<file path="src/verilog/clk_net_pkg.sv">
// package: constants for the dynamic clock multiplexer network
`default_nettype none
package clk_net_pkg;
  localparam int NUM_DYN_MUX = 8;
  localparam int MUX_PER_SIDE = 2;
  localparam int MUX_INPUTS = 4;
  localparam int SEL_W = 2;
  localparam logic [1:0] SEL_RESET = 2'h0;
  localparam int NUM_GLOBAL = 32;
  localparam int NUM_FABRIC = 16;
  localparam int LOCAL_SIGNALS = 16;
  localparam int REGIONAL_TB = 8;
  localparam int REGIONAL_SIDE = 4;
  localparam int REGION_CELLS = 80;
  localparam int LOCAL_CELLS = 40;
  localparam int TB_MAX_CLOCKS = 16;
  localparam int TB_GLOBAL_CLOCKS = 14;
  localparam int TB_FABRIC_CLOCKS = 2;
  localparam int LR_MAX_CLOCKS = 4;
  localparam int LR_FABRIC_CLOCKS = 2;
  localparam int SW_WAIT_CYCLES = 2;
  typedef enum logic [1:0] {
    SW_IDLE = 2'b00,
    SW_STOP = 2'b01,
    SW_WAIT = 2'b10,
    SW_START = 2'b11
  } sw_state_t;
endpackage
`default_nettype wire

</file>
<file path="src/verilog/clock_network_dynamic_mux.sv">
// dynamic clock multiplexers, local network selectors and tree enables
// Overview of operation
// - eight dynamic multiplexers feed the global signals, two per side.
// - when enabled, a user select bus chooses the active input at run time.
// - after configuration every multiplexer selects input 0.
// - each core local network takes up to 16 signals from global, fabric or regional sources.
// - top and bottom local networks take 8 regional signals, others take 4.
// - core regions are 80 cells tall with local networks of 40 cells per column.
// - local fabric may drive local clocks and per-cell clock enables directly.
// - top and bottom interface regions take 14 global and 2 fabric clocks.
// - side interface regions take up to 4 clocks with at most 2 from fabric.
// - the fifth PLL output reaches only the top or bottom regional network.
// - an alternate-input pin may feed a PLL reference directly.
// - there are 32 global signals, usable as clock or control.
// - each tree has a glitch-free dynamic enable.
`timescale 1ns/10ps
`default_nettype none
module clock_network_dynamic_mux
  import clk_net_pkg::*;
#(
  parameter int N_MUX = NUM_DYN_MUX,
  parameter int N_IN = MUX_INPUTS,
  parameter int SW = SEL_W
) (
  input wire logic ref_clk,
  input wire logic rstn,
  input wire logic [N_MUX*N_IN-1:0] mux_clk_in,
  input wire logic [N_MUX-1:0] mux_enable,
  input wire logic [N_MUX*SW-1:0] mux_sel,
  input wire logic [NUM_GLOBAL-1:0] global_tree_enable,
  input wire logic [NUM_GLOBAL-1:0] global_src,
  input wire logic [NUM_FABRIC-1:0] fabric_src,
  input wire logic [REGIONAL_TB-1:0] regional_src,
  input wire logic [LOCAL_SIGNALS*6-1:0] local_pick,
  input wire logic local_is_top_bottom,
  input wire logic [LOCAL_SIGNALS-1:0] fabric_cell_ce,
  input wire logic pll_fifth_output_clock,
  input wire logic pll_fifth_to_top,
  input wire logic alt_pin_in,
  input wire logic [TB_GLOBAL_CLOCKS*$clog2(NUM_GLOBAL)-1:0] tb_if_pick,
  input wire logic [LR_MAX_CLOCKS*6-1:0] lr_if_pick,
  output logic [N_MUX-1:0] mux_clk_en,
  output logic [N_MUX*SW-1:0] mux_active_sel,
  output logic [N_MUX-1:0] mux_switching,
  output logic [NUM_GLOBAL-1:0] global_tree_on,
  output logic [LOCAL_SIGNALS-1:0] local_net,
  output logic [LOCAL_SIGNALS-1:0] cell_ce,
  output logic regional_top_pll,
  output logic regional_bottom_pll,
  output logic pll_ref_clk,
  output logic [TB_MAX_CLOCKS-1:0] tb_if_clk,
  output logic [LR_MAX_CLOCKS-1:0] lr_if_clk
);
  localparam int GSEL_W = $clog2(NUM_GLOBAL);
  // ********************
  // synchronisers for pin-side inputs
  // ********************
  logic [N_MUX*N_IN-1:0] clk_s1, clk_s2;
  logic [N_MUX*SW-1:0] sel_s1, sel_s2;
  logic [N_MUX-1:0] en_s1, en_s2;
  logic [NUM_GLOBAL-1:0] gsrc_s1, gsrc_s2;
  logic [NUM_FABRIC-1:0] fsrc_s1, fsrc_s2;
  logic [REGIONAL_TB-1:0] rsrc_s1, rsrc_s2;
  logic pll_s1, pll_s2, alt_s1, alt_s2;
  always_ff @(posedge ref_clk or negedge rstn) begin
    if (!rstn) begin
      clk_s1 <= '0;
      clk_s2 <= '0;
      sel_s1 <= '0;
      sel_s2 <= '0;
      en_s1 <= '0;
      en_s2 <= '0;
      gsrc_s1 <= '0;
      gsrc_s2 <= '0;
      fsrc_s1 <= '0;
      fsrc_s2 <= '0;
      rsrc_s1 <= '0;
      rsrc_s2 <= '0;
      pll_s1 <= 1'b0;
      pll_s2 <= 1'b0;
      alt_s1 <= 1'b0;
      alt_s2 <= 1'b0;
    end else begin
      clk_s1 <= mux_clk_in;
      clk_s2 <= clk_s1;
      sel_s1 <= mux_sel;
      sel_s2 <= sel_s1;
      en_s1 <= mux_enable;
      en_s2 <= en_s1;
      gsrc_s1 <= global_src;
      gsrc_s2 <= gsrc_s1;
      fsrc_s1 <= fabric_src;
      fsrc_s2 <= fsrc_s1;
      rsrc_s1 <= regional_src;
      rsrc_s2 <= rsrc_s1;
      pll_s1 <= pll_fifth_output_clock;
      pll_s2 <= pll_s1;
      alt_s1 <= alt_pin_in;
      alt_s2 <= alt_s1;
    end
  end

  // ********************
  // dynamic multiplexers
  // ********************
  genvar m;
  generate
    for (m = 0; m < N_MUX; m++) begin : g_mux
      sw_state_t state, next_state;
      logic [SW-1:0] cur, next_cur, pend, next_pend;
      logic [1:0] wait_cnt, next_wait_cnt;
      logic run, next_run;
      logic [SW-1:0] req;
      logic cur_lvl;
      assign req = en_s2[m] ? sel_s2[m*SW +: SW] : SEL_RESET;
      assign cur_lvl = clk_s2[m*N_IN + int'(cur)];
      always_comb begin
        next_state = state;
        next_cur = cur;
        next_pend = pend;
        next_wait_cnt = wait_cnt;
        next_run = run;
        case (state)
          SW_IDLE: begin
            next_run = 1'b1;
            if (req != cur) begin
              next_pend = req;
              next_state = SW_STOP;
            end
          end
          SW_STOP: begin
            if (!cur_lvl) begin
              next_run = 1'b0;
              next_cur = pend;
              next_wait_cnt = 2'(SW_WAIT_CYCLES);
              next_state = SW_WAIT;
            end
          end
          SW_WAIT: begin
            if (wait_cnt == 2'h0) begin
              next_state = SW_START;
            end else begin
              next_wait_cnt = wait_cnt - 2'h1;
            end
          end
          SW_START: begin
            if (!cur_lvl) begin
              next_run = 1'b1;
              next_state = SW_IDLE;
            end
          end
          default: begin
            next_state = SW_IDLE;
          end
        endcase
      end
      always_ff @(posedge ref_clk or negedge rstn) begin
        if (!rstn) begin
          state <= SW_IDLE;
          cur <= SEL_RESET;
          pend <= SEL_RESET;
          wait_cnt <= 2'h0;
          run <= 1'b0;
        end else begin
          state <= next_state;
          cur <= next_cur;
          pend <= next_pend;
          wait_cnt <= next_wait_cnt;
          run <= next_run;
        end
      end
      always_ff @(posedge ref_clk or negedge rstn) begin
        if (!rstn) begin
          mux_active_sel[m*SW +: SW] <= SEL_RESET;
          mux_switching[m] <= 1'b0;
        end else begin
          mux_active_sel[m*SW +: SW] <= next_cur;
          mux_switching[m] <= (next_state != SW_IDLE);
        end
      end
      clk_gate_cell u_gate (
        .ref_clk(ref_clk),
        .rstn(rstn),
        .req_en(next_run),
        .gate_en(mux_clk_en[m])
      );
    end
  endgenerate

  // ********************
  // global tree enables and local network
  // ********************
  function automatic logic pick_src(input logic [5:0] code, input logic tb,
                                    input logic [NUM_GLOBAL-1:0] g, input logic [NUM_FABRIC-1:0] f,
                                    input logic [REGIONAL_TB-1:0] r);
    logic v;
    v = 1'b0;
    if (code < 6'd32) begin
      v = g[code[4:0]];
    end else if (code < 6'd48) begin
      v = f[code[3:0]];
    end else if (tb || code[2] == 1'b0) begin
      v = r[code[2:0]];
    end
    return v;
  endfunction
  logic [LOCAL_SIGNALS-1:0] next_local_net;
  always_comb begin
    for (int i = 0; i < LOCAL_SIGNALS; i++) begin
      next_local_net[i] = pick_src(local_pick[i*6 +: 6], local_is_top_bottom, gsrc_s2, fsrc_s2, rsrc_s2);
    end
  end

  // ********************
  // interface region clocks
  // ********************
  logic [TB_MAX_CLOCKS-1:0] next_tb_if_clk;
  logic [LR_MAX_CLOCKS-1:0] next_lr_if_clk;
  always_comb begin
    next_tb_if_clk = '0;
    next_lr_if_clk = '0;
    for (int i = 0; i < TB_GLOBAL_CLOCKS; i++) begin
      next_tb_if_clk[i] = gsrc_s2[tb_if_pick[i*GSEL_W +: GSEL_W]];
    end
    for (int i = 0; i < TB_FABRIC_CLOCKS; i++) begin
      next_tb_if_clk[TB_GLOBAL_CLOCKS+i] = fsrc_s2[i];
    end
    // only the low slots may take a fabric code
    for (int i = 0; i < LR_MAX_CLOCKS; i++) begin
      if (i < LR_FABRIC_CLOCKS || lr_if_pick[i*6+4 +: 2] != 2'b10) begin
        next_lr_if_clk[i] = pick_src(lr_if_pick[i*6 +: 6], 1'b0, gsrc_s2, fsrc_s2, rsrc_s2);
      end
    end
  end
  always_ff @(posedge ref_clk or negedge rstn) begin
    if (!rstn) begin
      global_tree_on <= '0;
      local_net <= '0;
      cell_ce <= '0;
      regional_top_pll <= 1'b0;
      regional_bottom_pll <= 1'b0;
      pll_ref_clk <= 1'b0;
      tb_if_clk <= '0;
      lr_if_clk <= '0;
    end else begin
      global_tree_on <= global_tree_enable;
      local_net <= next_local_net;
      cell_ce <= fabric_cell_ce;
      regional_top_pll <= pll_s2 & pll_fifth_to_top;
      regional_bottom_pll <= pll_s2 & ~pll_fifth_to_top;
      pll_ref_clk <= alt_s2;
      tb_if_clk <= next_tb_if_clk;
      lr_if_clk <= next_lr_if_clk;
    end
  end
endmodule // clock_network_dynamic_mux
`default_nettype wire

</file>
<file path="src/verilog/clk_gate_cell.sv">
// gated enable cell for the output of one dynamic multiplexer
`timescale 1ns/10ps
`default_nettype none
module clk_gate_cell (
  input wire logic ref_clk,
  input wire logic rstn,
  input wire logic req_en,
  output logic gate_en
);
  logic en_q;
  logic next_en_q;
  // ********************
  // enable register
  // ********************
  always_comb begin
    next_en_q = req_en;
  end
  always_ff @(posedge ref_clk or negedge rstn) begin
    if (!rstn) begin
      en_q <= 1'b0;
    end else begin
      en_q <= next_en_q;
    end
  end
  assign gate_en = en_q;
endmodule // clk_gate_cell
`default_nettype wire

</file>
<file path="config.mk">
export PLATFORM = sky130hd
export DESIGN_NAME = clock_network_dynamic_mux
export DESIGN_NICKNAME = d
export VERILOG_FILES = /design/src/verilog/clk_net_pkg.sv /design/src/verilog/clock_network_dynamic_mux.sv /design/src/verilog/clk_gate_cell.sv
export SDC_FILE = /design/constraint.sdc
export NUM_CORES = 1
export LEC_CHECK = 0
export BUFFER_PORTS_ARGS = -buffer_cell sky130_fd_sc_hd__buf_2
export CORE_UTILIZATION = 40
export DETAILED_ROUTE_END_ITERATION = 7
export REMOVE_ABC_BUFFERS = 1
export SLEW_MARGIN = 20
export SYNTH_ARGS = -nofsm -noshare
export SYNTH_HDL_FRONTEND = slang
export SYNTH_SLANG_ARGS = --single-unit
</file>
<file path="constraint.sdc">
create_clock -name ref_clk -period 6.33 [get_ports ref_clk]
set_clock_uncertainty 0.15 [all_clocks]
set_input_delay 0.9495 -clock ref_clk [delete_from_list [all_inputs] [get_ports ref_clk]]
set_output_delay 0.9495 -clock ref_clk [all_outputs]
set_load 0.05 [all_outputs]
</file>
## After elaboration in Yosys (flattened, before gate mapping)

Cells that the tools add are included.

| storage, ports and cells | value |
|---|---|
| register bits | 395 |
| input port bits | 356 |
| output and inout bits | 119 |

| operators by class | value |
|---|---|
| add/sub/neg operators | 15 |
| magnitude comparators | 122 |
| equal/unequal tests | 58 |
| mux-type cells | 329 |
| bitwise operators | 27 |
| reductions and logical operators | 88 |

Operator list:

| cell | number |
|---|---|
| < comparator 6 bit (second input constant) | 44 |
| < comparator 5 x 6 -> 1 bit (second input constant) | 36 |
| binary-select mux 1 bit (select 5 bit) | 41 |
| two-way mux 1 bit | 167 |
| two-way mux 2 bit | 56 |
| < comparator 4 x 5 -> 1 bit (second input constant) | 20 |
| binary-select mux 1 bit (select 4 bit) | 20 |
| < comparator 3 x 4 -> 1 bit (second input constant) | 20 |
| case mux 2 bit (4 select lines) | 8 |
| binary-select mux 1 bit (select 3 bit) | 20 |
| != test 2 bit (second input constant) | 26 |
| AND reduction 3 bit | 16 |
| equality test 2 bit (second input constant) | 16 |
| zero test 2 bit | 16 |
| case mux 2 bit (2 select lines) | 8 |
| AND reduction 2 bit | 16 |
| nonzero test 2 bit | 16 |
| NOT 1 bit | 25 |
| adder 5 x 2 -> 6 bit (first input constant) | 4 |
| case mux 1 bit (3 select lines) | 8 |
| nonzero test 3 bit | 8 |
| equality test 2 x 1 -> 1 bit (second input constant) | 8 |
| logical OR 1 bit | 16 |
| != test 2 bit | 8 |
| other kinds (7) | 16 |

## Longest topological paths before layout

| depth | value |
|---|---|
| depth in word-level cells | 7 |
| depth in mapped cells | 6 |
| mapped depth without buffers | 6 |

## Hierarchy

Synthesis repeated with hierarchy kept, for this count alone.

| second synthesis, totals | value |
|---|---|
| cell total of the unflattened synthesis | 1,752 |
| area, all modules | 25,021.5 sq um |

By module, submodules not included:

| module | instances | cells an instance | area each (sq um) | seq. area each (sq um) |
|---|---|---|---|---|
| clock_network_dynamic_mux | 1 | 1,744 | 24,821.3 | 9,884.5 |
| clk_gate_cell | 8 | 1 | 25.0 | 25.0 |

## Least setup slack after synthesis

No wires, ideal clock.

| path | value |
|---|---|
| path type | in2reg |
| start | in lr_if_pick[1] |
| end | reg lr_if_clk[0] |
| setup time | 0.138 ns |
| arrival | 2.633 ns |
| data required time | 6.042 ns |
| setup slack | 3.408 ns |
| stages on the path | 5 |
| buffers on the path | 2 |
| cells stage by stage | clkbuf_1 > buf_2 > mux4_2 > mux4_2 > mux4_2 |

| on the way | value |
|---|---|
| cells in the longest elaborated chain, start to end | 5 |
| elaborated cells between the ends (all ways) | 11 |
| classes of those cells | order compare: 2; mux: 9 |

Ends and longest elaborated chain:

| what | line | source |
|---|---|---|
| start, declared | clock_network_dynamic_mux.sv:41 | `input wire logic [LR_MAX_CLOCKS*6-1:0] lr_if_pick,` |
| binary-select mux 1 bit (select 3 bit) | clock_network_dynamic_mux.sv:203 | `v = r[code[2:0]];` |
| two-way mux 1 bit (not written as such) | clock_network_dynamic_mux.sv:203 |  |
| two-way mux 1 bit | clock_network_dynamic_mux.sv:202 | `end else if (tb \|\| code[2] == 1'b0) begin` |
| two-way mux 1 bit | clock_network_dynamic_mux.sv:200 | `end else if (code < 6'd48) begin` |
| two-way mux 1 bit (*) | clock_network_dynamic_mux.sv:198 | `if (code < 6'd32) begin` |
| via next_lr_if_clk[0] | clock_network_dynamic_mux.sv:218 | `logic [LR_MAX_CLOCKS-1:0] next_lr_if_clk;` |
| end signal, assigned | clock_network_dynamic_mux.sv:253 | `lr_if_clk <= next_lr_if_clk;` |
| end, declared | clock_network_dynamic_mux.sv:52 | `output logic [LR_MAX_CLOCKS-1:0] lr_if_clk` |

Mark *: on every way through the listed nets, which the timed path passes. The rest lies on a longest branch. The select of a mux whose other input is x is not followed.
A chain may end at the register's enable or synchronous reset.

## Worst setup path after layout

| path | value |
|---|---|
| start | reg fsrc_s2[11] |
| end | reg local_net[5] |

| on the way | value |
|---|---|
| cells in the longest elaborated chain, start to end | 4 |

Ends and longest elaborated chain:

| what | line | source |
|---|---|---|
| start, declared | clock_network_dynamic_mux.sv:62 | `logic [NUM_FABRIC-1:0] fsrc_s1, fsrc_s2;` |
| start signal, assigned | clock_network_dynamic_mux.sv:93 | `fsrc_s2 <= fsrc_s1;` |
| binary-select mux 1 bit (select 4 bit) | clock_network_dynamic_mux.sv:201 | `v = f[code[3:0]];` |
| two-way mux 1 bit (not written as such) | clock_network_dynamic_mux.sv:201 |  |
| two-way mux 1 bit | clock_network_dynamic_mux.sv:200 |  |
| two-way mux 1 bit | clock_network_dynamic_mux.sv:198 |  |
| via next_local_net[5] | clock_network_dynamic_mux.sv:207 | `logic [LOCAL_SIGNALS-1:0] next_local_net;` |
| end signal, assigned | clock_network_dynamic_mux.sv:247 | `local_net <= next_local_net;` |
| end, declared | clock_network_dynamic_mux.sv:46 | `output logic [LOCAL_SIGNALS-1:0] local_net,` |

The timed path passes the listed nets, and every way through them passes these cells. The select of a mux whose other input is x is not followed.

==> results.json <==
{
  "grt_pass1_wl_um": 129000,
  "ys_seq_area_share_pct": 39.7,
  "clock-sinks": 395,
  "synth_area_mm2": 0.0249,
  "most-common-layout-cells": "buf_2 (473), mux4_2 (426), dfrtp_1 (395)",
  "crit_fanout": 18,
  "grt_max_degree": 111,
  "area_growth_pct": 18.1,
  "synth-seq-cells": 395,
  "vias_per_cell": 6.49,
  "synthMuxAreaShare_pct": 42.8,
  "fin_setup_tns_ns": 0,
  "power_density_mw_per_mm2": 296,
  "fillCellCount": 5357,
  "p_leak_nw": 12.2,
  "start_kind": "flip-flop",
  "synthAdderAreaFrac_pct": 0.402,
  "ctsLongestPathBuffers": 3,
  "cts.hold.buffers_added": 0,
  "cts_setup_buffers": 0,
  "drc_errors": 0,
  "wl_per_cell_um": 29.7,
  "cts_tree": "done",
  "dp_hpwl_um": 51700,
  "overflow": 0,
  "fin_ws_ns": 3.55,
  "synth_compound_area_share_pct": 6.20,
  "drive_gt1_share_pct": 50.1,
  "grt_pass1_vias": 19800,
  "gr-usage-met3_pct": 7.84,
  "multiInputGateArea_mm2": 0.0137,
  "synth_top_family_by_area": "multiplexers",
  "timing_worst_setup_path_type": "reg -> reg",
  "ys_types": 34,
  "cts.repair.resized": 0,
  "numCtsBuffers": 45,
  "worstPathRequired_ns": 6.66,
  "layout_commonest_cell": "buf_2",
  "core-area_mm2": 0.0616,
  "io_pins": 475,
  "dp_slack_ns": 3.15,
  "hold_viol": 0,
  "final_util_pct": 47.8,
  "initial_utilization_pct": 40.4,
  "chipWidth_um": 252,
  "first_iter_violations": 2244,
  "antenna_found_initial": 21,
  "setup_viol": 0,
  "row_count": 91,
  "htree_num_levels": 2,
  "synth-xor-area-share_pct": 0.562,
  "dieArea_mm2": 0.0633,
  "dominantRegCellSynth": "dfrtp_1",
  "drv_cap": 0,
  "worstMarginPinSlew_ns": 1.18,
  "endpoint_kind": "flip-flop",
  "path_clk_slew_ns": 0.07,
  "hold_path_class": "reg -> reg",
  "gp_congestion": 0.860,
  "vias": 19300,
  "synthArstFlopShare_pct": 100,
  "synth_area_per_cell_um2": 14.2,
  "path_cells": "mux4_2 > mux2_2 > mux4_2 > a211o_1",
  "grt_setup_unrepaired": "no",
  "syn_inst": 1755,
  "grt_util_met2_pct": 45.3,
  "yosysWarnings": 0,
  "ys_top_cells_by_area": "dfrtp_1 (40%), mux4_2 (39%), clkbuf_1 (3.0%)",
  "ir_worst_vdd_mv": 0.325,
  "ff_latch_area_mm2": 0.00988,
  "finalNonFillerCells": 2974,
  "worst_path_most_repeated_cell": "mux4_2",
  "nets": 2457,
  "ant_nets": 0,
  "wirelength_um": 88400,
  "status": "finished clean",
  "hold_ws_ns": 0.192,
  "io_buffers": 474,
  "slew_violations": 0,
  "synth_top_area_share_pct": 39.7,
  "synth-simple-area-share_pct": 5.25,
  "max_slew_margin_pct": 21.3,
  "die_y_um": 252,
  "arrival_ns": 3.11,
  "cpPeakStageDelay_ns": 0.81,
  "clock.fmax_mhz": 360,
  "clk_latency_ns": 0.59,
  "grt_util_met1_pct": 34.4,
  "period_needed_ns": 2.78,
  "r2r_slack_ns": 3.55,
  "grt_busiest_layer": "met2",
  "grt_use_total_pct": 27.9,
  "dp.cells": 2883,
  "worst_path_max_delay_cell": "dfrtp_1",
  "synth_top_area_cell": "dfrtp_1",
  "synth_edf_count": 0,
  "first_pass_iters": 5,
  "cts_root_buffer": "clkbuf_16",
  "period_share_pct": 43.9
}
==> worst max-delay path: cells and delay by family (launching register included) <==
| kind | cells | cell delay (ns) |
|---|---|---|
| compound gates | 1 | 0.30 |
| flops | 1 | 0.81 |
| mux | 3 | 1.40 |
==> Yosys cell counts (11+ instances only) <==
| master | instances |
|---|---|
| a21oi_1 | 22 |
| a22oi_1 | 24 |
| a311oi_1 | 27 |
| a31oi_1 | 18 |
| and2_1 | 17 |
| buf_1 | 14 |
| clkbuf_1 | 198 |
| dfrtp_1 | 395 |
| inv_1 | 99 |
| mux2_2 | 44 |
| mux2i_1 | 43 |
| mux4_2 | 426 |
| nand2_1 | 61 |
| nand2b_1 | 34 |
| nand3_1 | 28 |
| nor2_1 | 44 |
| nor3_1 | 47 |
| nor4_1 | 11 |
| o211a_1 | 11 |
| o211ai_1 | 39 |
| o21ai_0 | 57 |
| o22ai_1 | 16 |
| xnor2_1 | 16 |
==> area by class of cell <==
cell class                 instances  area share, %
antenna                           10         0.0850
clock buffer                      65           4.53
clock inverter                    16          0.884
inverter                          99           1.26
multi-input combinational       1030           46.7
sequential                       395           33.6
tap                              837           3.56
timing repair buffer             522           9.40
==> where the power goes <==
part	internal, W	switching (W)
clock network	0.00167	0.00110
registers	0.00288	0.000324
logic	0.00113	0.00160
==> final timing paths <==
check | start | endpoint | cells past startpoint
setup reg to reg | fsrc_s2[11] | local_net[5] | 4
max in group asynchronous | rstn | gsrc_s1[15] | 2
hold reg to reg | clk_s1[12] | clk_s2[12] | 0
hold / removal | clk_s1[12] | clk_s2[12] | 0
setup / recovery | fsrc_s2[11] | local_net[5] | 4
min in group asynchronous | rstn | cell_ce[6] | 1
==> metal layers <==
layer / share of wire [%] / vias up
met2: 48 / 1570
li1: - / 7617
met3: 13 / 381
met4: 5.0 / 26
met1: 34 / 9718
met5: 0.20 / -
==> registers in the layout (all words and copies together), names as in the netlist, 8 cells and up <==
| signal | count |
|---|---|
| en_s2 | 8 |
| gsrc_s2 | 32 |
| local_net | 16 |
| global_tree_on | 32 |
| rsrc_s2 | 8 |
| g_mux.wait_cnt | 16 |
| g_mux.pend | 16 |
| clk_s1 | 32 |
| clk_s2 | 32 |
| g_mux.u_gate.gate_en | 8 |
| mux_active_sel | 16 |
| rsrc_s1 | 8 |
| cell_ce | 16 |
| tb_if_clk | 16 |
| g_mux.state | 16 |
| en_s1 | 8 |
| mux_switching | 8 |
| sel_s2 | 16 |
| fsrc_s1 | 16 |
| sel_s1 | 16 |
| fsrc_s2 | 16 |
| gsrc_s1 | 32 |
==> cells by family (layout without fill, tap and decap cells) <==
group | Yosys count | count (layout)
and+or+nand+nor | 261 | 261
muxes | 518 | 518
adders and majority gates | 8 | 8
other | 0 | 10
xor gates and xnor gates | 16 | 16
buffers and inverters | 330 | 702
AOI/OAI and AO/OA | 227 | 227
DFF | 395 | 395
==> stage by stage <==
step | total power [W] | cell area [um2]
3_5_place_dp | 0.00596 | 27800
5_1_grt | 0.00912 | 29400
2_1_floorplan | 0.00501 | 24000
3_3_place_gp | 0.00587 | 27800
4_1_cts | 0.00877 | 29400
6_report | 0.00870 | 29400
Note: power is estimated with default switching activity, not from simulation.
